==> config.mk <==
export PLATFORM = sky130hd
export DESIGN_NAME = rdrf_framer
export DESIGN_NICKNAME = d
export VERILOG_FILES = /design/src/core/rdrf_pkg.sv /design/src/core/rdrf_uart_tx.sv /design/src/core/rdrf_framer.sv
export VERILOG_INCLUDE_DIRS = /design/src /design/src/core
export SDC_FILE = /design/constraint.sdc
export NUM_CORES = 1
export LEC_CHECK = 0
export BUFFER_PORTS_ARGS = -buffer_cell sky130_fd_sc_hd__buf_2
export CAP_MARGIN = 20
export CORE_MARGIN = 8
export CORE_UTILIZATION = 54
export CTS_CLUSTER_DIAMETER = 120
export DETAILED_ROUTE_END_ITERATION = 12
export GPL_ROUTABILITY_DRIVEN = 0
export GPL_TIMING_DRIVEN = 0
export PLACE_DENSITY = 0.73
export SLEW_MARGIN = 10
export SYNTH_ARGS = -nofsm -noshare
export SYNTH_HDL_FRONTEND = slang
export SYNTH_SLANG_ARGS = --single-unit
==> constraint.sdc <==
create_clock -name clock -period 5.7 [get_ports clock]
set_input_delay 0.57 -clock clock [delete_from_list [all_inputs] [get_ports clock]]
set_output_delay 0.57 -clock clock [all_outputs]
set_load 0.01 [all_outputs]
==> src/core/rdrf_defs.svh <==
// Constants for the radar distance report framer.
// Assumes a 100 MHz core clock; included by bare name.
`ifndef RDRF_DEFS_SVH
`define RDRF_DEFS_SVH
`define RDRF_CLK_HZ        100000000
`define RDRF_BAUD          115200
`define RDRF_BIT_CYCLES    (`RDRF_CLK_HZ / `RDRF_BAUD)
`define RDRF_INIT_S        25
`define RDRF_REPORT_MS     1000
`define RDRF_IDLE_S        60
`define RDRF_INIT_CYCLES   (`RDRF_INIT_S * `RDRF_CLK_HZ)
`define RDRF_REPORT_CYCLES (`RDRF_REPORT_MS * (`RDRF_CLK_HZ / 1000))
`define RDRF_IDLE_REPORTS  `RDRF_IDLE_S
`define RDRF_BYTE_START    8'h ff
`define RDRF_BYTE_END      8'h fe
`define RDRF_CODE_SETTING  8'h 30
`define RDRF_CODE_OPER     8'h 31
`define RDRF_BOARD_ID      8'h 42
`define RDRF_NO_PERSON_CM  14'd812
`define RDRF_MIN_CM        14'd50
`define RDRF_MAX_CM        14'd800
`define RDRF_SET_LEN       4'd3
`define RDRF_OPER_LEN      4'd7
`endif

==> src/core/rdrf_pkg.sv <==
// Types for the radar distance report framer.
// Constants live in rdrf_defs.svh.
package rdrf_pkg;
  typedef enum logic [4:0] {
    RDRF_IDLE = 5'b0_0001,
    RDRF_HEAD = 5'b0_0010,
    RDRF_BODY = 5'b0_0100,
    RDRF_TAIL = 5'b0_1000,
    RDRF_WAIT = 5'b1_0000
  } rdrf_state_t;
endpackage : rdrf_pkg

==> src/core/rdrf_uart_tx.sv <==
// Serial byte transmitter, 8N1, LSB first.
// Assumes one clock; bit time given as cycle count.
`timescale 1ns/1ps
module rdrf_uart_tx #(
  parameter int BIT_CYCLES = 868
) (
  // Clock and reset
  input  wire logic       clock,
  input  wire logic       reset_n,
  input  wire logic       clk_en,
  // Byte in
  input  wire logic       tx_valid,
  input  wire logic [7:0] tx_data,
  output logic            tx_ready,
  // Line
  output logic            serial_tx
);
  logic [9:0]  shift_q;
  logic [3:0]  bits_q;
  logic [15:0] baud_q;
  wire         busy     = (bits_q != 4'd0);
  wire         bit_done = (baud_q == 16'(BIT_CYCLES - 1));

  assign tx_ready = !busy;

  // Frame shifter: start, data LSB first, stop
  always_ff @(posedge clock or negedge reset_n) begin
    if (!reset_n) begin
      shift_q   <= 10'h 3ff;
      bits_q    <= 4'd0;
      baud_q    <= 16'h 0000;
      serial_tx <= 1'b1;
    end else if (clk_en) begin
      if (!busy && tx_valid) begin
        shift_q   <= {1'b1, tx_data, 1'b0};
        bits_q    <= 4'd10;
        baud_q    <= 16'h 0000;
        serial_tx <= 1'b0;
      end else if (busy) begin
        if (bit_done) begin
          baud_q    <= 16'h 0000;
          bits_q    <= bits_q - 4'd1;
          shift_q   <= {1'b1, shift_q[9:1]};
          serial_tx <= (bits_q == 4'd1) ? 1'b1 : shift_q[1];
        end else begin
          baud_q <= baud_q + 16'd1;
        end
      end
    end
  end
endmodule : rdrf_uart_tx

==> src/core/rdrf_framer.sv <==
// Report framer: initial setting, then periodic distance reports.
// Assumes distance samples come from logic on the same clock.
`timescale 1ns/1ps
`include "rdrf_defs.svh"
module rdrf_framer #(
  parameter int INIT_CYCLES   = `RDRF_INIT_CYCLES,
  parameter int REPORT_CYCLES = `RDRF_REPORT_CYCLES,
  parameter int IDLE_REPORTS  = `RDRF_IDLE_REPORTS,
  parameter int BIT_CYCLES    = `RDRF_BIT_CYCLES,
  parameter logic [7:0] BOARD_ID = `RDRF_BOARD_ID // Arbitrary value
) (
  // Clock and reset
  input  wire logic        clock,
  input  wire logic        reset_n,
  input  wire logic        clk_en,
  // Motion samples from detector
  input  wire logic        motion_valid,
  input  wire logic [13:0] motion_cm,
  input  wire logic [13:0] motion_frac,
  // Status
  output logic             setting_done,
  // Serial line
  output logic             serial_tx
);
  rdrf_pkg::rdrf_state_t state_q;
  logic [31:0] tick_q;
  logic [31:0] init_q;
  logic [6:0]  pct_q;
  logic [7:0]  quiet_q;
  logic [13:0] near_q, near_f_q, rep_q, rep_f_q;
  logic        seen_q;
  logic [3:0]  idx_q;
  logic [7:0]  byte_q;
  logic        send_q;
  logic        tx_ready;
  logic        in_body_q;
  logic        oper_q;
  logic [6:0]  pct_s_q;

  // Sample acceptance window
  wire in_range = (motion_cm > `RDRF_MIN_CM) &&
                  (motion_cm <= `RDRF_MAX_CM);
  wire take     = motion_valid && in_range && setting_done;
  wire closer   = !seen_q || (motion_cm < near_q);
  wire tick     = (tick_q == 32'(REPORT_CYCLES - 1));
  wire init_end = (init_q == 32'(INIT_CYCLES - 1));
  wire quiet    = (quiet_q >= 8'(IDLE_REPORTS - 1));
  wire launch   = tick && (state_q == rdrf_pkg::RDRF_IDLE);
  wire [13:0] frac_c = (motion_frac > 14'd99) ? 14'd99 : motion_frac;
  wire [3:0] plen = oper_q ? `RDRF_OPER_LEN : `RDRF_SET_LEN;

  // Decimal digits of the values being reported
  wire [13:0] ip = rep_q;
  wire [7:0] d3 = 8'h 30 + 8'(ip / 14'd1000);
  wire [7:0] d2 = 8'h 30 + 8'((ip / 14'd100) % 14'd10);
  wire [7:0] d1 = 8'h 30 + 8'((ip / 14'd10) % 14'd10);
  wire [7:0] d0 = 8'h 30 + 8'(ip % 14'd10);
  wire [7:0] f1 = 8'h 30 + 8'((rep_f_q / 14'd10) % 14'd10);
  wire [7:0] f0 = 8'h 30 + 8'(rep_f_q % 14'd10);
  wire [7:0] p2 = 8'h 30 + 8'(pct_s_q / 7'd100);
  wire [7:0] p1 = 8'h 30 + 8'((pct_s_q / 7'd10) % 7'd10);
  wire [7:0] p0 = 8'h 30 + 8'(pct_s_q % 7'd10);

  // Payload byte selection
  logic [7:0] pay;
  always_comb begin
    pay = 8'h 30;
    if (oper_q) begin
      unique case (idx_q)
        4'd0: pay = d3;
        4'd1: pay = d2;
        4'd2: pay = d1;
        4'd3: pay = d0;
        4'd4: pay = 8'h 2e;
        4'd5: pay = f1;
        default: pay = f0;
      endcase
    end else begin
      unique case (idx_q)
        4'd0: pay = p2;
        4'd1: pay = p1;
        default: pay = p0;
      endcase
    end
  end

  // Header byte selection
  wire [7:0] code = oper_q ? `RDRF_CODE_OPER : `RDRF_CODE_SETTING;
  wire [7:0] head = (idx_q == 4'd0) ? `RDRF_BYTE_START :
                    (idx_q == 4'd1) ? BOARD_ID : code;

  // Report period and setting timers
  always_ff @(posedge clock or negedge reset_n) begin
    if (!reset_n) begin
      tick_q       <= 32'h 0000_0000;
      init_q       <= 32'h 0000_0000;
      setting_done <= 1'b0;
      pct_q        <= 7'd0;
    end else if (clk_en) begin
      tick_q <= tick ? 32'h 0000_0000 : tick_q + 32'd1;
      if (!setting_done) begin
        init_q       <= init_q + 32'd1;
        setting_done <= init_end;
        pct_q        <= init_end ? 7'd100 :
                        7'((64'(init_q) * 64'd100) / 64'(INIT_CYCLES));
      end
    end
  end

  // Nearest target tracking and absence timer
  always_ff @(posedge clock or negedge reset_n) begin
    if (!reset_n) begin
      near_q   <= `RDRF_NO_PERSON_CM;
      near_f_q <= 14'd0;
      rep_q    <= `RDRF_NO_PERSON_CM;
      rep_f_q  <= 14'd0;
      seen_q   <= 1'b0;
      quiet_q  <= 8'h 00;
    end else if (clk_en) begin
      if (launch) begin
        seen_q   <= take;                                  // Opens new window
        if (take) begin
          near_q   <= motion_cm;
          near_f_q <= frac_c;
        end
        quiet_q  <= (seen_q || take) ? 8'h 00 :
                    (quiet ? quiet_q : quiet_q + 8'd1);
        if (seen_q) begin
          rep_q   <= near_q;
          rep_f_q <= near_f_q;
        end else if (quiet) begin
          rep_q   <= `RDRF_NO_PERSON_CM;
          rep_f_q <= 14'd0;
        end
      end else if (take && closer) begin
        near_q   <= motion_cm;
        near_f_q <= frac_c;
        seen_q   <= 1'b1;
      end
    end
  end

  // Packet sequencer
  always_ff @(posedge clock or negedge reset_n) begin
    if (!reset_n) begin
      state_q <= rdrf_pkg::RDRF_IDLE;
      idx_q   <= 4'd0;
      byte_q  <= 8'h 00;
      send_q  <= 1'b0;
    end else if (clk_en) begin
      if (send_q && tx_ready) begin
        send_q <= 1'b0;
      end
      unique case (state_q)
        rdrf_pkg::RDRF_IDLE: begin
          if (tick) begin
            state_q <= rdrf_pkg::RDRF_HEAD;
            idx_q   <= 4'd0;
          end
        end
        rdrf_pkg::RDRF_HEAD: begin
          if (!send_q) begin
            byte_q <= head;
            send_q <= 1'b1;
            state_q <= rdrf_pkg::RDRF_WAIT;
          end
        end
        rdrf_pkg::RDRF_BODY: begin
          if (!send_q) begin
            byte_q  <= (idx_q == plen) ? `RDRF_BYTE_END : pay;
            send_q  <= 1'b1;
            state_q <= (idx_q == plen) ? rdrf_pkg::RDRF_TAIL
                                       : rdrf_pkg::RDRF_WAIT;
          end
        end
        rdrf_pkg::RDRF_TAIL: begin
          if (!send_q) begin
            state_q <= rdrf_pkg::RDRF_IDLE;
            idx_q   <= 4'd0;
          end
        end
        rdrf_pkg::RDRF_WAIT: begin
          if (send_q && tx_ready) begin
            if (idx_q == 4'd2 && !in_body_q) begin         // Header done
              idx_q   <= 4'd0;
              state_q <= rdrf_pkg::RDRF_BODY;
            end else if (!in_body_q) begin
              idx_q   <= idx_q + 4'd1;
              state_q <= rdrf_pkg::RDRF_HEAD;
            end else begin
              idx_q   <= idx_q + 4'd1;
              state_q <= rdrf_pkg::RDRF_BODY;
            end
          end
        end
      endcase
    end
  end

  // Mode and progress held steady for the whole packet
  always_ff @(posedge clock or negedge reset_n) begin
    if (!reset_n) begin
      oper_q  <= 1'b0;
      pct_s_q <= 7'd0;
    end else if (clk_en && launch) begin
      oper_q  <= setting_done;
      pct_s_q <= pct_q;
    end
  end

  // Marks that the header is done and payload bytes are flowing
  always_ff @(posedge clock or negedge reset_n) begin
    if (!reset_n) begin
      in_body_q <= 1'b0;
    end else if (clk_en) begin
      if (state_q == rdrf_pkg::RDRF_IDLE) begin
        in_body_q <= 1'b0;
      end else if (state_q == rdrf_pkg::RDRF_BODY) begin
        in_body_q <= 1'b1;
      end
    end
  end

  // Serial transmitter
  rdrf_uart_tx #(
    .BIT_CYCLES (BIT_CYCLES)
  ) u_tx (
    .clock     (clock),
    .reset_n   (reset_n),
    .clk_en    (clk_en),
    .tx_valid  (send_q),
    .tx_data   (byte_q),
    .tx_ready  (tx_ready),
    .serial_tx (serial_tx)
  );
endmodule : rdrf_framer

# == Yosys cells after proc, flatten, opt, wreduce, memory -nomap -nowiden ==
# Cells that the tools add are included.
# Widths: inputs -> output; s select.
# word_totals
ff_bits,195
# op_classes
mul,1
n_eq_ne,22
div_mod_pow,14
muxes,61
n_reduce_logical,34
magnitude_cmp,5
n_addsub,15
n_bitwise,1
# op_table
op,count
$mux 14,11
$add 6x8->8 const A,9
$mod 14x4->14 const B,5
$add 32x1->32 const B,2
$div 39x64->64 const B,1
$mux 8,7
$mux 16,3
$pmux 8 s6,1
$mul 32x5->37 const B,1
$eq 32x27->1 const B,1
$eq 32x32->1 const B,1
$mux 32,1
$pmux 8 s2,2
$mux 10,3
$mux 5,6
$div 14x4->14 const B,2
$mux 4,7
$pmux 5 s5,1
$add 16x1->16 const B,1
$eq 16x10->1 const B,1
$div 14x10->14 const B,1
$div 14x7->14 const B,1
$gt 14x6->1 const B,1
$gt 14x7->1 const B,1
39 further kinds,83

# == Longest topological paths before layout ==
# Gate-level depths: netlist of the first run.
# logic_depth
word_depth,8
depth_mapped,35

# == Cells and area by module ==
# Synthesis of the first run repeated with hierarchy kept, for this count alone.
# hier_totals
hier_cells,2082
area_unflattened_um2,16697.3
# by_module_without_submodules
mod,n_inst,area_per_inst_um2,seq_area_each_um2,cells_each
rdrf_framer,1,15054.4,3817.4,1927
rdrf_uart_tx,1,1642.8,737.0,155

# == Worst setup path after synthesis of the first run ==
# No wires, ideal clock.
# synth_path
path_type,reg-to-reg
start,register rep_f_q[11]
end,register byte_q[6]
path_buffers,2
t_required_ns,5.574
path_slack_ns,-0.522
arrival_time_ns,6.096
setup_ns,0.126
path_stages_with_launch,31
cell_sequence,dfrtp_1 > or3b_1 > a31o_2 > o211ai_1 > buf_2 > mux2_2 > o311ai_0 > a211oi_1 > a311o_1 > nor2_1 > buf_2 > o211ai_1 > o31a_1 > nor3_1 > a31o_2 > inv_1 > ha_1 > and3_1 > a311o_1 > xnor2_1 > ha_1 > inv_1 > a21oi_1 > o211a_1 > a21oi_1 > a31oi_2 > nor2_1 > ha_1 > xnor2_1 > nor2_1 > o32a_1
# synth_between
elab_chain_len,8
# synth_lines
element,line_no,source
start: declaration,rdrf_framer.sv:30,"logic [13:0] near_q, near_f_q, rep_q, rep_f_q;"
start signal: assignment,rdrf_framer.sv:130,rep_f_q <= near_f_q;
$div 14x4->14,rdrf_framer.sv:58,wire [7:0] f1 = 8'h 30 + 8'((rep_f_q / 14'd10) % 14'd10);
$mod 14x4->14,rdrf_framer.sv:58,
$add 6x8->8,rdrf_framer.sv:58,
$pmux 8 s6 (*),rdrf_framer.sv:69,unique case (idx_q)
$mux 8 (*),rdrf_framer.sv:68,if (oper_q) begin
$mux 8 (*),rdrf_framer.sv:170,byte_q <= (idx_q == plen) ? `RDRF_BYTE_END : pay;
$mux 8 (*),rdrf_framer.sv:169,if (!send_q) begin
$pmux 8 s2 (*),rdrf_framer.sv:154,unique case (state_q)
end signal: assignment,rdrf_framer.sv:148,byte_q <= 8'h 00;
end signal: assignment,rdrf_framer.sv:170,
end: declaration,rdrf_framer.sv:33,logic [7:0] byte_q;
# Mark *: on every way between the ends. The rest lies on a longest branch, timed or not. The select of a mux whose other input is x is not followed.
# A chain may end at the register's enable or synchronous reset.

# == Worst setup path in the final report of the first run ==
# layout_path
start,"register rep_q[9], in the netlist ip[9]"
end,register byte_q[6]
# layout_between
elab_chain_len,8
# layout_lines
element,line_no,source
start: declaration,rdrf_framer.sv:30,
start signal: assignment,rdrf_framer.sv:115,rep_q <= `RDRF_NO_PERSON_CM;
start signal: assignment,rdrf_framer.sv:129,rep_q <= near_q;
start signal: assignment,rdrf_framer.sv:132,rep_q <= `RDRF_NO_PERSON_CM;
$div 14x4->14 / $div 14x7->14 (equally long branches),"rdrf_framer.sv:56, rdrf_framer.sv:55",
"$mod 14x4->14, on equally long branches","rdrf_framer.sv:56, rdrf_framer.sv:55",
"$add 6x8->8, on equally long branches","rdrf_framer.sv:56, rdrf_framer.sv:55",
$pmux 8 s6 (*),rdrf_framer.sv:69,
$mux 8 (*),rdrf_framer.sv:68,
$mux 8 (*),rdrf_framer.sv:170,
$mux 8 (*),rdrf_framer.sv:169,
$pmux 8 s2 (*),rdrf_framer.sv:154,
# Marks and branches as above.

==> impl_metrics.csv, run 1 <==
group,metric,value,unit
outcome,outcome,"complete, but fails checks",
outcome,violations,"negative setup slack",
setup_path,path_buf_inv,7,
detailed_routing,wl_per_cell,18.7,µm
timing,finalSetupViolCount,7,
global_route,first_global_vias,15900,
power,intPower,2.17,mW
detailed_routing,drcViolationCount,0,
cts,clk-insertion-delay-late,0.45,ns
setup_path,startpoint,"ip[9]",
cts,path_clk_slew,0.09,ns
power,p_switching,888,µW
finish,final_nets,2313,
finish,syn_to_final_growth,24.4,%
logic_synthesis,synth_area_per_cell,7.95,µm²
logic_synthesis,synth_common_cells,"nand2_1 (235), nor2_1 (200), dfrtp_1 (161)",
finish,drive_above_1_share,25.8,%
cts,hold_buffers,0,
timing,fmax,0.158,GHz
power,seq_power_share,48.3,%
die,initial_utilization,55.0,%
die,num_rows,63,
setup_path,worst_r2r_path_depth,33,
setup_path,path_max_fanout,7,
setup_path,r2r_end,"byte_q[6]",
flow_run,maxCapViolCount,0,
cts,clock_path_buffers,2,
power,sw_frac_of_total,29.0,%
die,die_area,36000,µm²
logic_synthesis,ys.flop_type,"dfrtp_1",
setup_path,setup.worst_path.end,"byte_q[6]",
timing,setup_ws,-0.641,ns
power,power_density,151,nW/µm²
cts,clock_sinks,181,
logic_synthesis,yosys-top-cells-area,"dfrtp_1 (25%), nand2_1 (5.4%), nor2_1 (4.6%)",
timing,hold_ws,0.109,ns
logic_synthesis,yosysMostFrequentCell,"nand2_1",
setup_path,endpoint_kind,"flip-flop",
logic_synthesis,synth_edf_count,0,
detailed_routing,wl_met1,21600,µm
setup_path,slowest_stage,"or4_1",
finish,design_area,20300,µm²
detailed_routing,dr_wl_met2,23000,µm
logic_synthesis,netlist_area,16300,µm²
finish,diodes,0,
hold_path,hp-class,"in2async",
logic_synthesis,netlist_instances,2048,
logic_synthesis,ys_seq_elements,181,
detailed_routing,top_layer,"met4",
setup_path,cpPeakStageDelay,0.49,ns
placement,placed_cell_area,17200,µm²
die,pin_count,34,
die,coreArea,29600,µm²
global_route,grt_max_degree,108,
power,leakagePower,8.15,nW
global_route,grtUsageTotal,25.4,%
power,ir_worst_vdd,0.250,mV
detailed_routing,first_pass_iters,7,
setup_path,crit_type,"reg2reg",
logic_synthesis,synthArstFlopShare,100,%
logic_synthesis,ys_warn_count,0,
setup_path,r2r_slack,-0.64,ns
timing,worst_slew_pin_slew,0.887,ns
setup_path,cp_top_family,"simple AND/OR/NAND/NOR gates",
logic_synthesis,yosys.area.top_type_share,24.7,%
timing,period_share,111,%
setup_path,cp.depth,33,
setup_path,worstPathArrival,6.67,ns
detailed_routing,drtIter0Drc,1869,
global_route,overflow,0,
die,die_x,190,µm
detailed_routing,ant_nets,0,
placement,portBuffers,32,
power,p_clk_share,38.9,%
detailed_routing,wirelength,49400,µm
setup_path,cp.required,6.03,ns
timing,period_minus_slack,6.34,ns
timing,skew,0.0203,ns
timing,rsz0062_at_grt,"true",
timing,finalHoldViolations,0,
logic_synthesis,synth.distinct_cells,136,
placement,dpl.hpwl,32800,µm
cts,cts_inserted_buffers,17,
finish,layout.cells.non_filler,2643,
setup_path,r2r_start,"ip[9]",
cts,clockRootBuffer,"clkbuf_16",
logic_synthesis,synth_top_area_cell,"dfrtp_1",
finish,fill_cells,2320,
timing,report.final.slew_viol_count,0,
detailed_routing,via_count,17300,
cts,cts_tree,"done",
cts,htreeDepth,4,
timing,relSlewSlack,40.5,%
detailed_routing,vias_per_cell,6.54,
setup_path,cp-start-kind,"flip-flop",
setup_path,crit_top_cell,"buf_6",
logic_synthesis,yosysSeqAreaShare,28.0,%
detailed_routing,wl_met3,3450,µm
die,die_y,190,µm
global_route,antenna_found_initial,0,
placement,dp.cells,2471,
global_route,grt_pass1_wl,78200,µm
power,power_frac_comb,12.9,%
logic_synthesis,synth_nets,2121,
## cells in the final DEF (no fill, tap or decap), types with 10 or more instances in the layout
cell	netlist	routed
mux2_2	12	10
nor3_2	1	11
o22ai_1	11	11
clkbuf_2	0	11
and3_1	28	26
a21o_1	23	23
buf_6	11	27
a31oi_1	29	25
and4_1	11	10
or4_1	11	11
dfstp_2	20	20
o21ai_1	17	21
dfrtp_1	161	157
clkbuf_4	0	10
xnor2_1	82	76
a211oi_1	25	16
nor2b_1	32	28
clkbuf_1	68	50
nor2_1	200	189
a21oi_1	98	80
nand2b_1	21	18
inv_1	68	64
o31ai_1	21	15
nand2_1	235	228
clkbuf_16	0	17
xor2_1	40	37
and2_1	21	16
nand4_1	41	41
buf_2	23	41
o211ai_1	30	30
a211o_1	11	11
nand3_1	93	91
o21ai_2	1	10
a21oi_2	2	15
ha_1	41	36
nor3_1	51	37
o21ai_0	142	125
buf_4	8	144
nor4_1	16	14
## cell type report
cell class | instances | area, µm² | share of cell area, %
clock buffers | 18 | 429 | 2.12
multi-input cells | 1677 | 12300 | 60.8
inverters | 74 | 302 | 1.49
well taps | 390 | 488 | 2.41
plain buffers | 113 | 696 | 3.43
repair buffers | 176 | 1300 | 6.40
clock inverters | 14 | 161 | 0.797
flip-flops and latches | 181 | 4560 | 22.5
## stage by stage
step / setup WS, ns / utilization, % / setup TNS [ns] / power [mW]
after floorplan: -0.192 / - / -0.412 / 1.74
after global placement: -0.982 / 57.8 / -5.89 / 1.85
after detailed placement: -1.15 / 57.9 / -7.39 / 1.87
after CTS: -0.623 / 63.4 / -2.70 / 3.06
after global routing: -0.867 / 68.4 / -4.73 / 3.18
final: -0.641 / 68.4 / -3.15 / 3.06
## registers in the layout, summed over array words and instances, names as in the netlist
signal	count
rep_f_q	14
setting_done	1
byte_q	8
seen_q	1
oper_q	1
u_tx.baud_q	16
quiet_q	8
u_tx.shift_q	8
near_f_q	14
u_tx.bits_q	4
send_q	1
pct_q	1
near_q	14
init_q	32
pct_s_q	1
u_tx.serial_tx	1
state_q	5
ip	14
tick_q	32
in_body_q	1
idx_q	4
## power by group through the flow
stage,clock network (mW),logic (mW),registers [mW]
floorplan,0,0.266,1.47
detailed placement,0,0.373,1.50
finish,1.19,0.393,1.48
CTS,1.21,0.381,1.47
global placement,0,0.358,1.49
global route,1.25,0.441,1.49
## worst min path at each step
stage | from | to | slack, ns | depth (start not counted)
after detailed placement | near_f_q[8] | rep_f_q[8] | 0.46 | 2
final | reset_n | in_body_q | 0.11 | 1
after floorplan | reset_n | byte_q[0] | 0.27 | 0
after global routing | reset_n | u_tx.bits_q[3] | 0.15 | 1
after CTS | reset_n | in_body_q | 0.11 | 1
after global placement | pct_s_q[5] | pct_s_q[5] | 0.45 | 2
## cell families (layout without fill, tap and decap cells)
group	after synthesis	in the layout	share of synthesized area [%]
simple gates	857	857	26.7
mux	35	35	2.40
fa+ha+maj	49	49	3.67
compound gates	611	611	27.1
xor+xnor	125	125	6.86
buf+inv	190	395	5.31
flops	181	181	28.0
## worst register-to-register path, delay by kind of cell (launching register included)
kind	cells	cell delay, ns
XOR/XNOR	2	0.25
AO/OA/AOI/OAI	10	2.12
flip-flops	1	0.39
buffers and inverters	7	0.72
AND/OR/NAND/NOR	11	2.22
adder cells (fa/ha/maj)	3	0.51
## routing by layer
layer	vias up	global-route usage, %
met3	152	3.48
met1	8338	35.0
met4	0	7.97
met2	824	40.8
met5	-	0
li1	7975	-
## timing repair
item / in CTS / in global routing
resized for setup: 136 / 193
setup buffers: 59 / 83
gates cloned: 0 / 1
endpoints found under the hold margin: 0 / 0
pin swaps: 47 / 100
endpoints found under the setup margin: 8 / 8
Note: power is estimated with default switching activity, not from simulation.
==> inputs of run 2 (changes only) <==
--- a/config.mk
+++ b/config.mk
@@ -15,6 +15,7 @@
 export GPL_ROUTABILITY_DRIVEN = 0
 export GPL_TIMING_DRIVEN = 0
 export PLACE_DENSITY = 0.73
+export RECOVER_POWER = 25
 export SLEW_MARGIN = 10
 export SYNTH_ARGS = -nofsm -noshare
 export SYNTH_HDL_FRONTEND = slang
==> constraint.sdc (replaced) <==
create_clock -name clock -period 5.61 [get_ports clock]
set_input_delay 0.561 -clock clock [delete_from_list [all_inputs] [get_ports clock]]
set_output_delay 0.561 -clock clock [all_outputs]
set_load 0.01 [all_outputs]
==> impl_metrics.csv, run 2 (same netlist as run 1, synthesis figures left out) <==
group,metric,value,unit
power,p_clk_share,38.2,%
detailed_routing,ant_nets,0,
placement,portBuffers,32,
finish,design_area,20000,µm²
power,seq_power_share,48.9,%
timing,relSlewSlack,-175,%
timing,report.final.slew_viol_count,79,
setup_path,crit_type,"reg2reg",
detailed_routing,first_pass_iters,7,
detailed_routing,drtIter0Drc,1719,
timing,worst_slew_pin_slew,4.13,ns
setup_path,worstPathArrival,6.87,ns
cts,hold_buffers,0,
timing,skew,0.0138,ns
power,p_switching,880,µW
detailed_routing,dr_wl_met2,22900,µm
die,die_y,190,µm
timing,rsz0062_at_grt,"true",
finish,fill_cells,2378,
global_route,grt_max_degree,105,
global_route,antenna_found_initial,0,
cts,clock_path_buffers,2,
timing,period_share,117,%
setup_path,cpPeakStageDelay,0.59,ns
setup_path,endpoint_kind,"flip-flop",
timing,period_minus_slack,6.54,ns
die,coreArea,29600,µm²
outcome,outcome,"complete, but fails checks",
placement,dpl.hpwl,32400,µm
timing,finalHoldViolations,0,
die,pin_count,34,
power,leakagePower,8.08,nW
finish,diodes,0,
cts,clk-insertion-delay-late,0.44,ns
power,power_density,154,nW/µm²
finish,final_nets,2300,
timing,fmax,0.153,GHz
detailed_routing,wl_met3,3490,µm
timing,setup_ws,-0.931,ns
cts,clock_sinks,181,
outcome,violations,"max-capacitance violations, max-slew violations, negative setup slack",
finish,syn_to_final_growth,22.7,%
global_route,grtUsageTotal,24.9,%
setup_path,path_max_fanout,6,
timing,finalSetupViolCount,8,
detailed_routing,wl_per_cell,18.5,µm
detailed_routing,top_layer,"met4",
placement,placed_cell_area,17200,µm²
finish,reg_top3,"init_q: 32 flops, tick_q: 32 flops, u_tx.baud_q: 16 flops",
power,ir_worst_vdd,0.216,mV
die,num_rows,63,
flow_run,maxCapViolCount,1,
die,die_x,190,µm
cts,path_clk_slew,0.07,ns
setup_path,slowest_stage,"dfstp_2",
power,power_frac_comb,13.0,%
setup_path,cp.required,5.94,ns
finish,register_area,4560,µm²
cts,cts_tree,"done",
finish,drive_above_1_share,24.4,%
hold_path,hp-class,"in2reg",
cts,cts_inserted_buffers,17,
finish,multi_input_area,12100,µm²
global_route,first_global_vias,15800,
die,die_area,36000,µm²
power,intPower,2.20,mW
detailed_routing,wl_met1,21200,µm
placement,dp_slack,-1.25,ns
setup_path,crit_top_cell,"buf_6",
detailed_routing,drcViolationCount,0,
cts,htreeDepth,4,
finish,mostFrequentLayoutCells,"nand2_1 (228), nor2_1 (188), dfrtp_1 (157)",
finish,final_common_cell,"nand2_1",
setup_path,cp-start-kind,"flip-flop",
global_route,grt_pass1_wl,76600,µm
power,sw_frac_of_total,28.6,%
global_route,overflow,0,
die,initial_utilization,55.0,%
detailed_routing,via_count,17200,
detailed_routing,wirelength,48700,µm
cts,clockRootBuffer,"clkbuf_16",
power,total_power,3.08,mW
detailed_routing,vias_per_cell,6.54,
==> run 2: changes by cell type in the layout (fill, tap and decap cells not counted), sizes merged <==
| cell | previous run | this run |
|---|---|---|
| clkinvlp | 2 | 3 |
| clkinv | 8 | 5 |
| inv | 77 | 78 |
| buf | 219 | 207 |
==> run 2: per-layer routing <==
layer,vias up,GRT usage (%)
met3,133,3.81
li1,7951,-
met5,-,0
met2,827,40.2
met1,8293,33.9
met4,0,8.18
==> run 2: area by class of cell <==
class | count | share of cell area [%]
plain buffers | 114 | 3.41
clock buffers | 19 | 2.17
clock inverters | 13 | 0.701
inverters | 74 | 1.48
multi-input cells | 1677 | 60.8
flip-flops and latches | 181 | 22.8
well taps | 390 | 2.44
repair buffers | 162 | 6.19
==> run 2: timing repair <==
item	4_1_cts	5_1_grt
resized for setup	142	145
buffers inserted	72	59
pin swaps	58	78
cloned	1	0
endpoints found under the setup margin	8	8
==> run 2: metrics by stage <==
step	TNS, ns	std cells	util, %	hold WS (ns)
2_1_floorplan	-0.689	2048	-	0.265
3_3_place_gp	-6.31	2470	57.8	0.449
3_5_place_dp	-7.75	2471	58.0	0.457
4_1_cts	-3.05	2574	63.9	0.112
5_1_grt	-26.45	2630	67.4	0.408
6_report	-5.64	2630	67.4	0.390
==> run 2: critical path: cells and delay by family, from the launching register on <==
kind | cells | cell delay [ns]
buf+inv | 9 | 0.97
compound gates | 10 | 2.09
fa+ha+maj | 3 | 0.52
simple gates | 11 | 1.94
flops | 1 | 0.59
xor+xnor | 2 | 0.29
==> run 2: path summary, 6_finish.rpt <==
kind / start / endpoint / slack (ns) / depth (start not counted)
max reg2reg: ip[9] / byte_q[6] / -0.93 / 35
min: motion_cm[7] / near_q[7] / 0.39 / 3
max: ip[9] / byte_q[6] / -0.93 / 35
min in group asynchronous: reset_n / u_tx.baud_q[13] / 1.58 / 1
max in group asynchronous: reset_n / rep_f_q[9] / 0.69 / 2
min reg2reg: init_q[7] / init_q[7] / 0.47 / 1
==> run 2: power groups by stage <==
stage	clock, mW	sequential, mW	combinational, mW
after global routing	1.25	1.52	0.445
final	1.17	1.50	0.399
after floorplan	0	1.50	0.271
after global placement	0	1.52	0.364
after CTS	1.20	1.50	0.383
after detailed placement	0	1.52	0.376
